[src/cmpsel_pkg.sv]
// package for the comparator input select and edge interrupt block
//
// Contract
// - rising output edge sets the interrupt flag only when rise enable is one
// - falling output edge sets the interrupt flag only when fall enable is one
// - noninverting select 11 routes ground, 10 routes fixed voltage reference
// - noninverting select 01 routes dac reference, 00 the external pin
// - inverting select 011, 010, 001 pick negative pins; 110 internal ref
// - output bit is one when plus exceeds minus; inverted polarity reverses
`default_nettype none
package cmpsel_pkg;
   localparam logic [3:0] CTRL_ADDR     = 4'h0;
   localparam logic [3:0] STATUS_ADDR   = 4'h1;
   localparam logic [3:0] MASK_ADDR     = 4'h2;
   localparam logic [3:0] POL_ADDR      = 4'h3;
   localparam int RISE_EN_POS  = 7;
   localparam int FALL_EN_POS  = 6;
   localparam int NSEL_LO      = 4;
   localparam int ISEL_LO      = 0;
   localparam logic [7:0] CTRL_RESET    = 8'h00;
   localparam logic [7:0] CTRL_WMASK    = 8'hF7;
   localparam logic [1:0] NSEL_EXT      = 2'h0;
   localparam logic [1:0] NSEL_DAC      = 2'h1;
   localparam logic [1:0] NSEL_FIXREF   = 2'h2;
   localparam logic [1:0] NSEL_GND      = 2'h3;
   localparam logic [2:0] ISEL_PIN1     = 3'h1;
   localparam logic [2:0] ISEL_PIN2     = 3'h2;
   localparam logic [2:0] ISEL_PIN3     = 3'h3;
   localparam logic [2:0] ISEL_RSV4     = 3'h4;
   localparam logic [2:0] ISEL_RSV5     = 3'h5;
   localparam logic [2:0] ISEL_IREF     = 3'h6;
   typedef struct packed {
      logic       rise_edge_irq_en;
      logic       fall_edge_irq_en;
      logic [1:0] noninv_input_select;
      logic       unused_zero;
      logic [2:0] inv_input_select;
   } cmpsel_ctrl_t;
   // one hot routing of the noninverting input; inverting route is one hot or all zero
   typedef struct packed {
      logic [3:0] noninv_route;
      logic [3:0] inv_route;
   } cmpsel_route_t;
endpackage : cmpsel_pkg
`default_nettype wire

[src/cmpsel_top.sv]
// comparator input select and edge interrupt register block
`timescale 1ns/1ps
`default_nettype none
module cmpsel_top (
   input  wire logic       sys_clk_i,
   input  wire logic       rstn_i,
   input  wire logic [3:0] addr_i,
   input  wire logic [7:0] wdata_i,
   input  wire logic       wr_i,
   input  wire logic       rd_i,
   output logic      [7:0] rdata_o,
   input  wire logic       cmp_raw_i,
   output logic      [3:0] noninv_route_o,
   output logic      [3:0] inv_route_o,
   output logic            comparator_output_bit_o,
   output logic            irq_o
);
   typedef struct packed {
      cmpsel_pkg::cmpsel_ctrl_t ctrl;
      logic                     output_polarity_select;
      logic                     comparator_irq_flag;
      logic                     irq_mask;
      logic                     out_bit;
      logic                     out_last;
      logic                     out_valid;
      logic [7:0]               rdata;
      logic [3:0]               noninv_route;
      logic [3:0]               inv_route;
      logic                     irq;
   } cmpsel_state_t;

   cmpsel_state_t            st_q;
   cmpsel_state_t            st_d;
   logic                     cmp_level;
   cmpsel_pkg::cmpsel_route_t route;

   // raw analog comparison is asynchronous to the bus clock
   cmpsel_sync u_sync (
      .sys_clk_i (sys_clk_i),
      .rstn_i    (rstn_i),
      .async_i   (cmp_raw_i),
      .level_o   (cmp_level),
      .rise_o    (),
      .fall_o    ()
   );

   cmpsel_route u_route (
      .noninv_input_select_i (st_q.ctrl.noninv_input_select),
      .inv_input_select_i    (st_q.ctrl.inv_input_select),
      .route_o               (route)
   );

   logic ctrl_wr;
   logic stat_wr;
   logic mask_wr;
   logic pol_wr;
   logic rise_ev;
   logic fall_ev;
   logic new_out;
   assign ctrl_wr = wr_i && (addr_i == cmpsel_pkg::CTRL_ADDR);
   assign stat_wr = wr_i && (addr_i == cmpsel_pkg::STATUS_ADDR);
   assign mask_wr = wr_i && (addr_i == cmpsel_pkg::MASK_ADDR);
   assign pol_wr  = wr_i && (addr_i == cmpsel_pkg::POL_ADDR);
   // polarity applied after synchronising so a polarity change is an edge
   assign new_out = cmp_level ^ st_q.output_polarity_select;
   // first sample after reset only primes the edge detector
   assign rise_ev = st_q.out_valid && st_q.out_bit && !st_q.out_last;
   assign fall_ev = st_q.out_valid && !st_q.out_bit && st_q.out_last;

   always_comb begin
      st_d           = st_q;
      st_d.out_last  = st_q.out_bit;
      st_d.out_bit   = new_out;
      st_d.out_valid = 1'b1;
      if (ctrl_wr) begin
         st_d.ctrl = cmpsel_pkg::cmpsel_ctrl_t'(wdata_i
                                               & cmpsel_pkg::CTRL_WMASK);
      end
      if (pol_wr) begin
         st_d.output_polarity_select = wdata_i[0];
      end
      if (mask_wr) begin
         st_d.irq_mask = wdata_i[0];
      end
      if (stat_wr && wdata_i[0]) begin
         st_d.comparator_irq_flag = 1'b0;
      end
      // set beats a simultaneous clear
      if ((rise_ev && st_q.ctrl.rise_edge_irq_en)
          || (fall_ev && st_q.ctrl.fall_edge_irq_en)) begin
         st_d.comparator_irq_flag = 1'b1;
      end
      st_d.rdata = 8'h00;
      if (rd_i) begin
         unique case (addr_i)
            cmpsel_pkg::CTRL_ADDR: begin
               st_d.rdata = st_q.ctrl & cmpsel_pkg::CTRL_WMASK;
            end
            cmpsel_pkg::STATUS_ADDR: begin
               st_d.rdata = {6'h00, st_q.out_bit, st_q.comparator_irq_flag};
            end
            cmpsel_pkg::MASK_ADDR: begin
               st_d.rdata = {7'h00, st_q.irq_mask};
            end
            cmpsel_pkg::POL_ADDR: begin
               st_d.rdata = {7'h00, st_q.output_polarity_select};
            end
            default: begin
               st_d.rdata = 8'h00;
            end
         endcase
      end
      st_d.noninv_route = route.noninv_route;
      st_d.inv_route    = route.inv_route;
      st_d.irq          = st_d.comparator_irq_flag & st_d.irq_mask;
   end

   always_ff @(posedge sys_clk_i) begin
      if (!rstn_i) begin
         st_q      <= '0;
         st_q.ctrl <= cmpsel_pkg::CTRL_RESET;
      end else begin
         st_q <= st_d;
      end
   end

   assign rdata_o                 = st_q.rdata;
   assign noninv_route_o          = st_q.noninv_route;
   assign inv_route_o             = st_q.inv_route;
   assign comparator_output_bit_o = st_q.out_bit;
   assign irq_o                   = st_q.irq;
endmodule // cmpsel_top
`default_nettype wire

[src/cmpsel_sync.sv]
// two flop synchroniser with edge detect on the synchronised level
`timescale 1ns/1ps
`default_nettype none
module cmpsel_sync (
   input  wire logic sys_clk_i,
   input  wire logic rstn_i,
   input  wire logic async_i,
   output logic      level_o,
   output logic      rise_o,
   output logic      fall_o
);
   typedef struct packed {
      logic meta;
      logic sync;
      logic last;
   } cmpsel_sync_t;
   cmpsel_sync_t s_q;
   cmpsel_sync_t s_d;
   always_comb begin
      s_d      = s_q;
      s_d.meta = async_i;
      s_d.sync = s_q.meta;
      s_d.last = s_q.sync;
   end
   always_ff @(posedge sys_clk_i) begin
      if (!rstn_i) begin
         s_q <= '0;
      end else begin
         s_q <= s_d;
      end
   end
   assign level_o = s_q.sync;
   assign rise_o  = s_q.sync & ~s_q.last;
   assign fall_o  = ~s_q.sync & s_q.last;
endmodule // cmpsel_sync
`default_nettype wire

[src/cmpsel_route.sv]
// decode of the two input select fields to one hot routing enables
`timescale 1ns/1ps
`default_nettype none
module cmpsel_route (
   input  wire logic [1:0]              noninv_input_select_i,
   input  wire logic [2:0]              inv_input_select_i,
   output cmpsel_pkg::cmpsel_route_t    route_o
);
   function automatic logic [3:0] dec_noninv(input logic [1:0] s);
      dec_noninv = 4'h0;
      unique case (s)
         cmpsel_pkg::NSEL_GND:    dec_noninv = 4'h8;
         cmpsel_pkg::NSEL_FIXREF: dec_noninv = 4'h4;
         cmpsel_pkg::NSEL_DAC:    dec_noninv = 4'h2;
         cmpsel_pkg::NSEL_EXT:    dec_noninv = 4'h1;
      endcase
   endfunction
   // reserved and zero codes connect nothing rather than guess a source
   function automatic logic [3:0] dec_inv(input logic [2:0] s);
      dec_inv = 4'h0;
      case (s)
         cmpsel_pkg::ISEL_PIN1: dec_inv = 4'h1;
         cmpsel_pkg::ISEL_PIN2: dec_inv = 4'h2;
         cmpsel_pkg::ISEL_PIN3: dec_inv = 4'h4;
         cmpsel_pkg::ISEL_IREF: dec_inv = 4'h8;
         default:               dec_inv = 4'h0;
      endcase
   endfunction
   always_comb begin
      route_o.noninv_route = dec_noninv(noninv_input_select_i);
      route_o.inv_route    = dec_inv(inv_input_select_i);
   end
endmodule // cmpsel_route
`default_nettype wire

[config.mk]
export PLATFORM = sky130hd
export DESIGN_NAME = cmpsel_top
export DESIGN_NICKNAME = d
export VERILOG_FILES = /design/src/cmpsel_pkg.sv /design/src/cmpsel_top.sv /design/src/cmpsel_sync.sv /design/src/cmpsel_route.sv
export SDC_FILE = /design/constraint.sdc
export NUM_CORES = 1
export LEC_CHECK = 0
export BUFFER_PORTS_ARGS = -buffer_cell sky130_fd_sc_hd__buf_2
export CAP_MARGIN = 0
export CORE_ASPECT_RATIO = 0.75
export CORE_UTILIZATION = 45
export DETAILED_ROUTE_END_ITERATION = 7
export HOLD_SLACK_MARGIN = 0.02
export PLACE_DENSITY = 0.71
export SETUP_SLACK_MARGIN = 0.5
export SLEW_MARGIN = 20
export SYNTH_ARGS = -nofsm -noshare
export SYNTH_HDL_FRONTEND = slang
export SYNTH_SLANG_ARGS = --single-unit
[constraint.sdc]
create_clock -name sys_clk_i -period 2.5 [get_ports sys_clk_i]
set_input_delay 0.5 -clock sys_clk_i [delete_from_list [all_inputs] [get_ports sys_clk_i]]
set_output_delay 0.5 -clock sys_clk_i [all_outputs]
set_load 0.01 [all_outputs]
==> results of run 1 <==
==> path summary, 6_finish.rpt <==
kind	depth (start not counted)	end	slack, ns
worst min register to register	1	u_sync.level_o$_SDFF_PN0_	0.44
worst max register to register	3	irq_o$_SDFF_PN0_	1.32
worst min-delay path	2	u_sync.s_d[1]$_SDFF_PN0_	0.39
worst max-delay path	4	irq_o$_SDFF_PN0_	1.03
==> cells in the final DEF, fill, tap and decap left out <==
| master | Yosys | final |
|---|---|---|
| nor4b_2 | 1 | 1 |
| nand3_1 | 7 | 7 |
| a21oi_1 | 9 | 9 |
| o31ai_1 | 1 | 1 |
| inv_1 | 2 | 2 |
| or3_1 | 1 | 1 |
| nand2_1 | 2 | 2 |
| clkbuf_4 | 0 | 5 |
| o21ai_0 | 9 | 9 |
| or4b_1 | 1 | 1 |
| buf_2 | 0 | 32 |
| nand4bb_1 | 2 | 2 |
| buf_4 | 16 | 1 |
| mux2i_1 | 1 | 1 |
| nor2_1 | 3 | 3 |
| nor3b_1 | 3 | 3 |
| clkbuf_1 | 2 | 1 |
| a21oi_2 | 1 | 1 |
| xnor2_1 | 1 | 1 |
| clkbuf_8 | 0 | 2 |
| and3b_1 | 2 | 2 |
| o31ai_4 | 1 | 1 |
| clkinv_1 | 1 | 1 |
| nor4b_1 | 1 | 1 |
| nor2b_1 | 1 | 1 |
| nor3_1 | 4 | 4 |
| and3_1 | 1 | 1 |
| and2_1 | 8 | 8 |
| dfxtp_1 | 31 | 31 |
| mux4_1 | 1 | 1 |
| conb_1 | 1 | 1 |
| a211oi_1 | 1 | 1 |
==> registers in the layout (all words and copies together) (netlist names) <==
name,cells
comparator_output_bit_o,1
inv_route_o,4
irq_o,1
noninv_route_o,4
rdata_o,7
st_q,12
u_sync.level_o,1
u_sync.s_d,1
==> through the flow <==
step	cells	setup WS, ns	area [um2]	hold WS (ns)	utilization
after floorplan	116	0.9666	1187	0.4118	-
after global placement	164	0.6990	1265	0.4202	0.5266
after detailed placement	164	0.6901	1265	0.4210	0.5266
after CTS	172	1.028	1334	0.3840	0.5552
after global routing	172	0.9634	1334	0.3894	0.5552
final	172	1.026	1334	0.3927	0.5552
==> area by class of cell <==
type,instances,area (um2),area share
timing repair buffer,33,167.7,0.1257
clock buffer,8,68.82,0.05159
inverter,3,11.26,0.008443
tap,34,42.54,0.03189
sequential,31,620.6,0.4653
multi-input combinational,63,422.9,0.3171
==> worst reg2reg max path, stage by stage (launching register included) <==
cell	delay [ns]
dfxtp_1	0.41
and3b_1	0.19
o21ai_0	0.31
a211oi_1	0.13
==> cells by family after synthesis <==
family / synth area share
AND/OR/NAND/NOR: 0.2013
flip-flops: 0.5227
AO/OA/AOI/OAI: 0.1138
buffers and inverters: 0.1212
multiplexers: 0.03056
XOR/XNOR: 0.007378
other: 0.003158
==> routing by layer <==
layer  vias up  wire length (um)  GRT usage
li1        426                 -          -
met1       394               984     0.2133
met4         0                26    0.05455
met3         5               114    0.09831
met2        24              1084     0.3109
met5         -                 0          0
==> power by group through the flow <==
stage | registers (W) | logic, W | clock network [W]
6_report | 0.000504 | 0.0000472 | 0.000326
5_1_grt | 0.000505 | 0.0000526 | 0.000361
4_1_cts | 0.000504 | 0.0000473 | 0.000329
3_5_place_dp | 0.000515 | 0.0000473 | 0
3_3_place_gp | 0.000515 | 0.0000453 | 0
2_1_floorplan | 0.000514 | 0.0000255 | 0
==> results.yml, run 1 <==
power:
  power.leakage_nw: 0.5761
  p_comb_frac: 0.054
  powerDensity_nw_per_um2: 657.6
  clkPwrFrac: 0.372
  seqPwrFrac: 0.574
  sw_frac_of_total: 0.2191
  p_sw_w: 0.0001921
  p_int_w: 0.0006849
  power_w: 0.0008770
  ir_drop_v: 0.0003476
timing:
  fmax_mhz: 678.4
  hold_violations: 0
  setup_viol_count_final: 0
  min_period_over_period: 0.5896
  rsz0062_at_grt: "no"
  slew_viol_final: 0
  fin_worst_skew_ns: 0.009565
  final.min_clock_period_ns: 1.474
  tns_ns: 0
route:
  drc: 0
  vias_per_cell: 4.936
  wl_per_cell_um: 12.84
  vias: 849
  antenna_left: 0
  first_pass_iters: 4
  wl_um: 2209
  drt_iter0_drc: 14
setup_path:
  cp_slowest_stage_delay_ns: 0.70
  worstPathCellList: "buf_2 -> or4b_1 -> o31ai_4 -> a211oi_1"
  cp-end-kind: "flop"
  critPathKind: "input port to flop"
  required_ns: 2.69
  cp.arrival_ns: 1.67
  rr_startpoint: "comparator_output_bit_o$_SDFF_PN0_"
  path_max_fanout: 8
  critPathBufInv: 1
  start_kind: "input port"
  crit_slowest_cell: "or4b_1"
  startpoint: "addr_i[0]"
  cpLargestDelayFamily: "simple AND/OR/NAND/NOR gates"
synthesis:
  synthTopCellsByArea: "dfxtp_1 (52%), buf_4 (10%), and2_1 (4.2%), a21oi_1 (3.8%), o21ai_0 (3.8%)"
  syn_area_um2: 1187
  synth_cells: 116
  ys_ff_latch: 31
  synth.largest_area_cell: "dfxtp_1"
  synth.distinct_cells: 30
  synth-edff-count: 0
  yosys_warnings: 0
  synth_common_cells: "dfxtp_1 (31), buf_4 (16), a21oi_1 (9), o21ai_0 (9), and2_1 (8)"
  synth.most_common_cell: "dfxtp_1"
  synth_top_cell_area_share: 0.5227
  synth_ff_type: "dfxtp_1"
  syn_nets: 133
  ys_async_sr_fraction: 0
  syn_area_per_cell_um2: 10.24
  yosysSeqAreaShare: 0.5227
placed_design:
  io_buffers: 32
  gp_congestion: 0.7672
  dp_hpwl_um: 1604
cts:
  cts_buffers: 5
  h-tree-depth: 2
  cts_hold_buf: 0
  cts_root_buffer: "clkbuf_4"
  clock_latency_ns: 0.32
  cts.sinks: 31
  clockBufferDepth: 2
  post_cts_resized: 0
  cts_tree: "built"
  cts_setup_buffers: 0
  clk_pin_slew_ns: 0.09
hold_path:
  hp-start: "cmp_raw_i"
  worstHoldPathType: "input port to flop"
global_route:
  first_global_vias: 754
  grt_max_degree: 14
  grt.total_usage: 0.1885
  grt_pass1_wl_um: 3601
  grt-ovfl-total: 0
  antenna_found_initial: 0
final_layout:
  drive_above_1_share: 0.3116
  fin_nets: 154
  diodes: 0
  syn2layout_area_growth_pct: 12.33
  num-fill-cells: 227
floorplanning:
  die_h_um: 46.49
  io_pins: 35
  start_util: 0.4943
  num_rows: 15
  fp.dieW_um: 61.32
  die-area_um2: 2850
  core_area_um2: 2402
job:
  drv_cap: 0
status:
  outcome: "finished clean"
Power figures use the tool's default switching activity.
==> inputs of run 2 (changes only) <==
clock period = 1.4 ns   (was 2.5 ns; I/O delays follow)
==> run 2 against run 1 <==
Sequential share of layout area is 6.6 points lower. Power grew 100%. Cell count is 7.0% higher. Sequential power is 78% higher. Routed wire length rose by 10%. Clock skew shrank 0.0070 ns. Cell area increased by 19%. Global-route usage grew 0.96 points. First-iteration DRC count up 100%. Count of clock-buffer cells in the layout decreased by 2. Non-clock buffer count grew 12. Critical endpoint unchanged.
==> results.yml, run 2 (synthesized netlist as in run 1, its figures left out) <==
hold_path:
  worstHoldPathType: "input port to flop"
  hp-start: "cmp_raw_i"
  holdPathStages: 2
floorplanning:
  num_rows: 15
  die-area_um2: 2850
  io_pins: 35
  fp.dieW_um: 61.32
  start_util: 0.4943
  core_area_um2: 2402
  die_h_um: 46.49
route:
  antenna_left: 0
  wl_um: 2437
  wl_met2_um: 1142
  first_pass_iters: 4
  vias_per_cell: 4.924
  dr.max_layer_used: "met4"
  vias: 906
  wl_met1_um: 1070
  drt_iter0_drc: 28
  wl_per_cell_um: 13.24
  drc: 0
  met3WireLength_um: 195
timing:
  fmax_mhz: 903.9
  slew_viol_final: 0
  fin_worst_skew_ns: 0.002592
  min_period_over_period: 0.7902
  final.min_clock_period_ns: 1.106
  tns_ns: 0
  hold_violations: 0
  whs_ns: 0.1444
  rsz0062_at_grt: "yes"
  setup_viol_count_final: 0
global_route:
  grt_max_degree: 12
  grt_pass1_wl_um: 3815
  antenna_found_initial: 0
  grt-ovfl-total: 0
  first_global_vias: 844
  grt.total_usage: 0.1981
cts:
  clk_pin_slew_ns: 0.09
  h-tree-depth: 2
  cts_tree: "built"
  cts_root_buffer: "clkbuf_4"
  clockBufferDepth: 2
  clock_latency_ns: 0.34
  cts_hold_buf: 0
  cts.sinks: 31
  cts_buffers: 5
final_layout:
  stdcell_area_um2: 1590
  diodes: 0
  largest_register_ffs: 12
  drive_above_1_share: 0.5333
  syn2layout_area_growth_pct: 33.93
  mostFrequentLayoutCell: "buf_2"
  largest-register: "st_q"
  finalNonFillerCells: 184
  num-fill-cells: 216
  multi_input_area_um2: 501.7
  seqCellArea_um2: 634.4
  fin_nets: 166
  layout_common_cells: "buf_2 (25), dfxtp_1 (22), buf_4 (11)"
setup_path:
  path_max_fanout: 8
  critPathKind: "input port to flop"
  startpoint: "addr_i[0]"
  rr_startpoint: "comparator_output_bit_o$_SDFF_PN0_"
  required_ns: 1.62
  ff2ff_path_depth: 4
  start_kind: "input port"
  cp.arrival_ns: 1.33
  cp-end-kind: "flop"
power:
  powerDensity_nw_per_um2: 1107
  power.leakage_nw: 0.6735
  power_w: 0.001761
  ir_drop_v: 0.0007114
status:
  outcome: "finished clean"
placed_design:
  placedInstanceArea_um2: 1345
  dp_hpwl_um: 1585
  io_buffers: 32
  gp_congestion: 0.7924
  dp.cells: 171
job:
  drv_cap: 0
run 2: cell types whose count changed in the layout (fill, tap and decap cells not counted), sizes merged:
cell    change
buf        +12
clkinv      +1
clkbuf      -2
bufinv      +1
run 2: final timing paths:
kind / end / slack (ns)
worst max-delay path: irq_o$_SDFF_PN0_ / 0.29
worst max register to register: irq_o$_SDFF_PN0_ / 0.36
worst min register to register: u_sync.level_o$_SDFF_PN0_ / 0.45
worst min-delay path: u_sync.s_d[1]$_SDFF_PN0_ / 0.14
run 2: power by group:
part	internal, W	switching (W)
clock	0.000422	0.000311
sequential	0.000892	0.00000682
combinational	0.0000632	0.0000667
run 2: timing repair:
item                                    4_1_cts  5_1_grt
gates resized for setup                      21       15
pin swaps                                     5       12
setup buffers                                 3        2
endpoints found under the setup margin       34       34
run 2: stage by stage:
stage                     setup slack, ns    util
final                              0.2937  0.6620
after global routing               0.2767  0.6620
after CTS                          0.3179  0.6354
after detailed placement         -0.08011  0.5599
after global placement           -0.07030  0.5599
after floorplan                   0.08743       -
run 2: layout make-up:
type,count,share of cell area
Timing Repair Buffer,45,0.1967
Clock buffer,6,0.03226
Clock inverter,2,0.02203
Sequential cell,31,0.3989
Inverter,3,0.007868
Multi-Input combinational cell,63,0.3155
Tap cell,34,0.02675
run 2: worst max-delay path, cell delays in order:
cell      delay (ns)
buf_6           0.09
or4b_4          0.53
buf_8           0.17
o31ai_4         0.18
a211oi_1        0.08
run 2: metal layers:
layer  GRT usage  vias to the layer above
li1            -                      455
met1      0.2474                      416
met2      0.2913                       31
met3     0.09831                        4
met4     0.07727                        0
met5           0                        -
==> inputs of run 3 (changes only) <==
ABC_AREA = 1   (was unset)
PLACE_DENSITY = 0.73   (was 0.71)
clock period = 1 ns   (was 1.4 ns; I/O delays follow)
==> run 3 against run 2 <==
Combinational power up 120%. Count of clock-buffer cells in the layout unchanged. Setup slack worse by 0.24 ns. Clock power up 35%. Clock skew down 0.0011 ns. Cell count up 22%. Die area up 5.9%. Largest cell class is now multi-input combinational cells.
==> results.yml, run 3 <==
status:
  outcome: "finished clean"
synthesis:
  synth.distinct_cells: 24
  synth_common_cells: "dfxtp_1 (31), nor2_1 (20), inv_1 (19)"
  synth_ff_type: "dfxtp_1"
  yosys_warnings: 0
  synth-edff-count: 0
  synth.largest_area_cell: "dfxtp_1"
  ys_async_sr_fraction: 0
  syn_area_per_cell_um2: 8.400
  synth_cells: 150
  ys_ff_latch: 31
  synth.most_common_cell: "dfxtp_1"
  yosysSeqAreaShare: 0.4926
  synth_top_cell_area_share: 0.4926
  synthTopCellsByArea: "dfxtp_1 (49%), buf_4 (9.5%), nor2_1 (6.0%), inv_1 (5.7%), nand2_1 (5.4%)"
  syn_nets: 167
  syn_area_um2: 1260
route:
  vias: 1109
  drc: 0
  first_pass_iters: 4
  wl_um: 3498
  drt_iter0_drc: 29
  antenna_left: 0
  wl_per_cell_um: 15.55
  vias_per_cell: 4.929
final_layout:
  largest-register: "st_q"
  layout_common_cells: "buf_2 (21), buf_6 (15), dfxtp_1 (15)"
  syn2layout_area_growth_pct: 55.11
  largest_register_ffs: 12
  mostFrequentLayoutCell: "buf_2"
  seqCellArea_um2: 655.6
  fin_nets: 206
  multi_input_area_um2: 676.9
  num-fill-cells: 171
  drive_above_1_share: 0.6878
  diodes: 0
  stdcell_area_um2: 1954
cts:
  cts.sinks: 31
  cts_tree: "built"
  h-tree-depth: 2
  clockBufferDepth: 2
  cts_hold_buf: 0
  cts_root_buffer: "clkbuf_8"
  clock_latency_ns: 0.28
  cts_buffers: 5
  clk_pin_slew_ns: 0.06
placed_design:
  gp_congestion: 0.8041
  placedInstanceArea_um2: 1378
  dp_hpwl_um: 1705
  io_buffers: 32
setup_path:
  cp-end-kind: "primary output"
  required_ns: 0.80
  start_kind: "flop"
  critPathKind: "flop to primary output"
  path_max_fanout: 2
  critPathBufInv: 1
  crit_slowest_cell: "dfxtp_4"
  cpLargestDelayFamily: "flip-flops"
  cp_slowest_stage_delay_ns: 0.35
  cp.arrival_ns: 0.75
  worstPathCellList: "buf_6"
power:
  powerDensity_nw_per_um2: 1302
  ir_drop_v: 0.0007899
  power_w: 0.002544
  power.leakage_nw: 0.8547
timing:
  setup_viol_count_final: 0
  slew_viol_final: 0
  tns_ns: 0
  hold_violations: 0
  whs_ns: 0.09502
  fin_worst_skew_ns: 0.001495
  min_period_over_period: 0.9459
  rsz0062_at_grt: "yes"
  fmax_mhz: 1057
  final.min_clock_period_ns: 0.9459
floorplanning:
  fp.dieW_um: 63.10
  start_util: 0.4768
  io_pins: 35
  die-area_um2: 3018
  num_rows: 16
  die_h_um: 47.83
  core_area_um2: 2643
global_route:
  grt.total_usage: 0.2036
  first_global_vias: 1002
  grt-ovfl-total: 0
  grt_use_met1: 0.2222
  gr-usage-met2: 0.3570
  antenna_found_initial: 0
  grt_max_degree: 11
  top_usage_layer: "met2"
  grtUsageMet3: 0.05476
  grt_pass1_wl_um: 4347
hold_path:
  worstHoldPathType: "input port to flop"
job:
  drv_cap: 0
run 3: logic make-up after synthesis:
family | after synthesis | synth area share
AOI/OAI and AO/OA | 10 | 0.04269
xor gates and xnor gates | 1 | 0.006953
buffers and inverters | 38 | 0.1639
DFF | 31 | 0.4926
other | 1 | 0.002976
and+or+nand+nor | 69 | 0.2910
run 3: final timing paths:
check             slack [ns]                          startpoint  cells after the start                         to
setup / recovery        0.05  comparator_output_bit_o$_SDFF_PN0_                      1    comparator_output_bit_o
hold / removal           0.1                           cmp_raw_i                      3   u_sync.s_d[1]$_SDFF_PN0_
setup reg to reg        0.06  comparator_output_bit_o$_SDFF_PN0_                      8           irq_o$_SDFF_PN0_
hold reg to reg         0.42            u_sync.s_d[1]$_SDFF_PN0_                      2  u_sync.level_o$_SDFF_PN0_
run 3: where the power goes:
group | switching, W | total (W) | leakage, nW | internal, W
clock network | 0.000447 | 0.000986 | 0.0470 | 0.000539
logic | 0.000164 | 0.000291 | 0.547 | 0.000127
registers | 0.0000215 | 0.00127 | 0.261 | 0.00125
run 3: tightest hold or removal path, delay by kind of cell:
kind,cells,cell delay [ns]
buffers and inverters,2,0.11
and+or+nand+nor,1,0.04
run 3: repair_timing:
action                                  4_1_cts  5_1_grt
resized for setup                            61       49
gates cloned                                  1        0
pin swaps                                    22       17
setup buffers                                 6        6
endpoints found under the setup margin       45       46
run 3: final cells by class:
cell class	count	share of cell area
clock inverters	1	0.002561
well taps	36	0.02305
inverters	21	0.04994
repair buffers	48	0.2004
clock buffers	6	0.04225
flip-flops and latches	31	0.3355
multi-input cells	82	0.3464
run 3: routing by layer:
| metal | vias up | share of wire |
|---|---|---|
| li1 | 534 | - |
| met1 | 522 | 0.41 |
| met2 | 41 | 0.51 |
| met3 | 12 | 0.055 |
| met4 | 0 | 0.027 |
| met5 | - | 0 |
run 3: metrics by stage:
stage          setup slack (ns)  cells  utilization
2_1_floorplan            0.1861    150            -
3_3_place_gp           -0.01846    205       0.5213
3_5_place_dp           -0.04571    205       0.5213
4_1_cts                 0.05336    219       0.6439
5_1_grt                 0.01685    225       0.7396
6_report                0.05410    225       0.7396
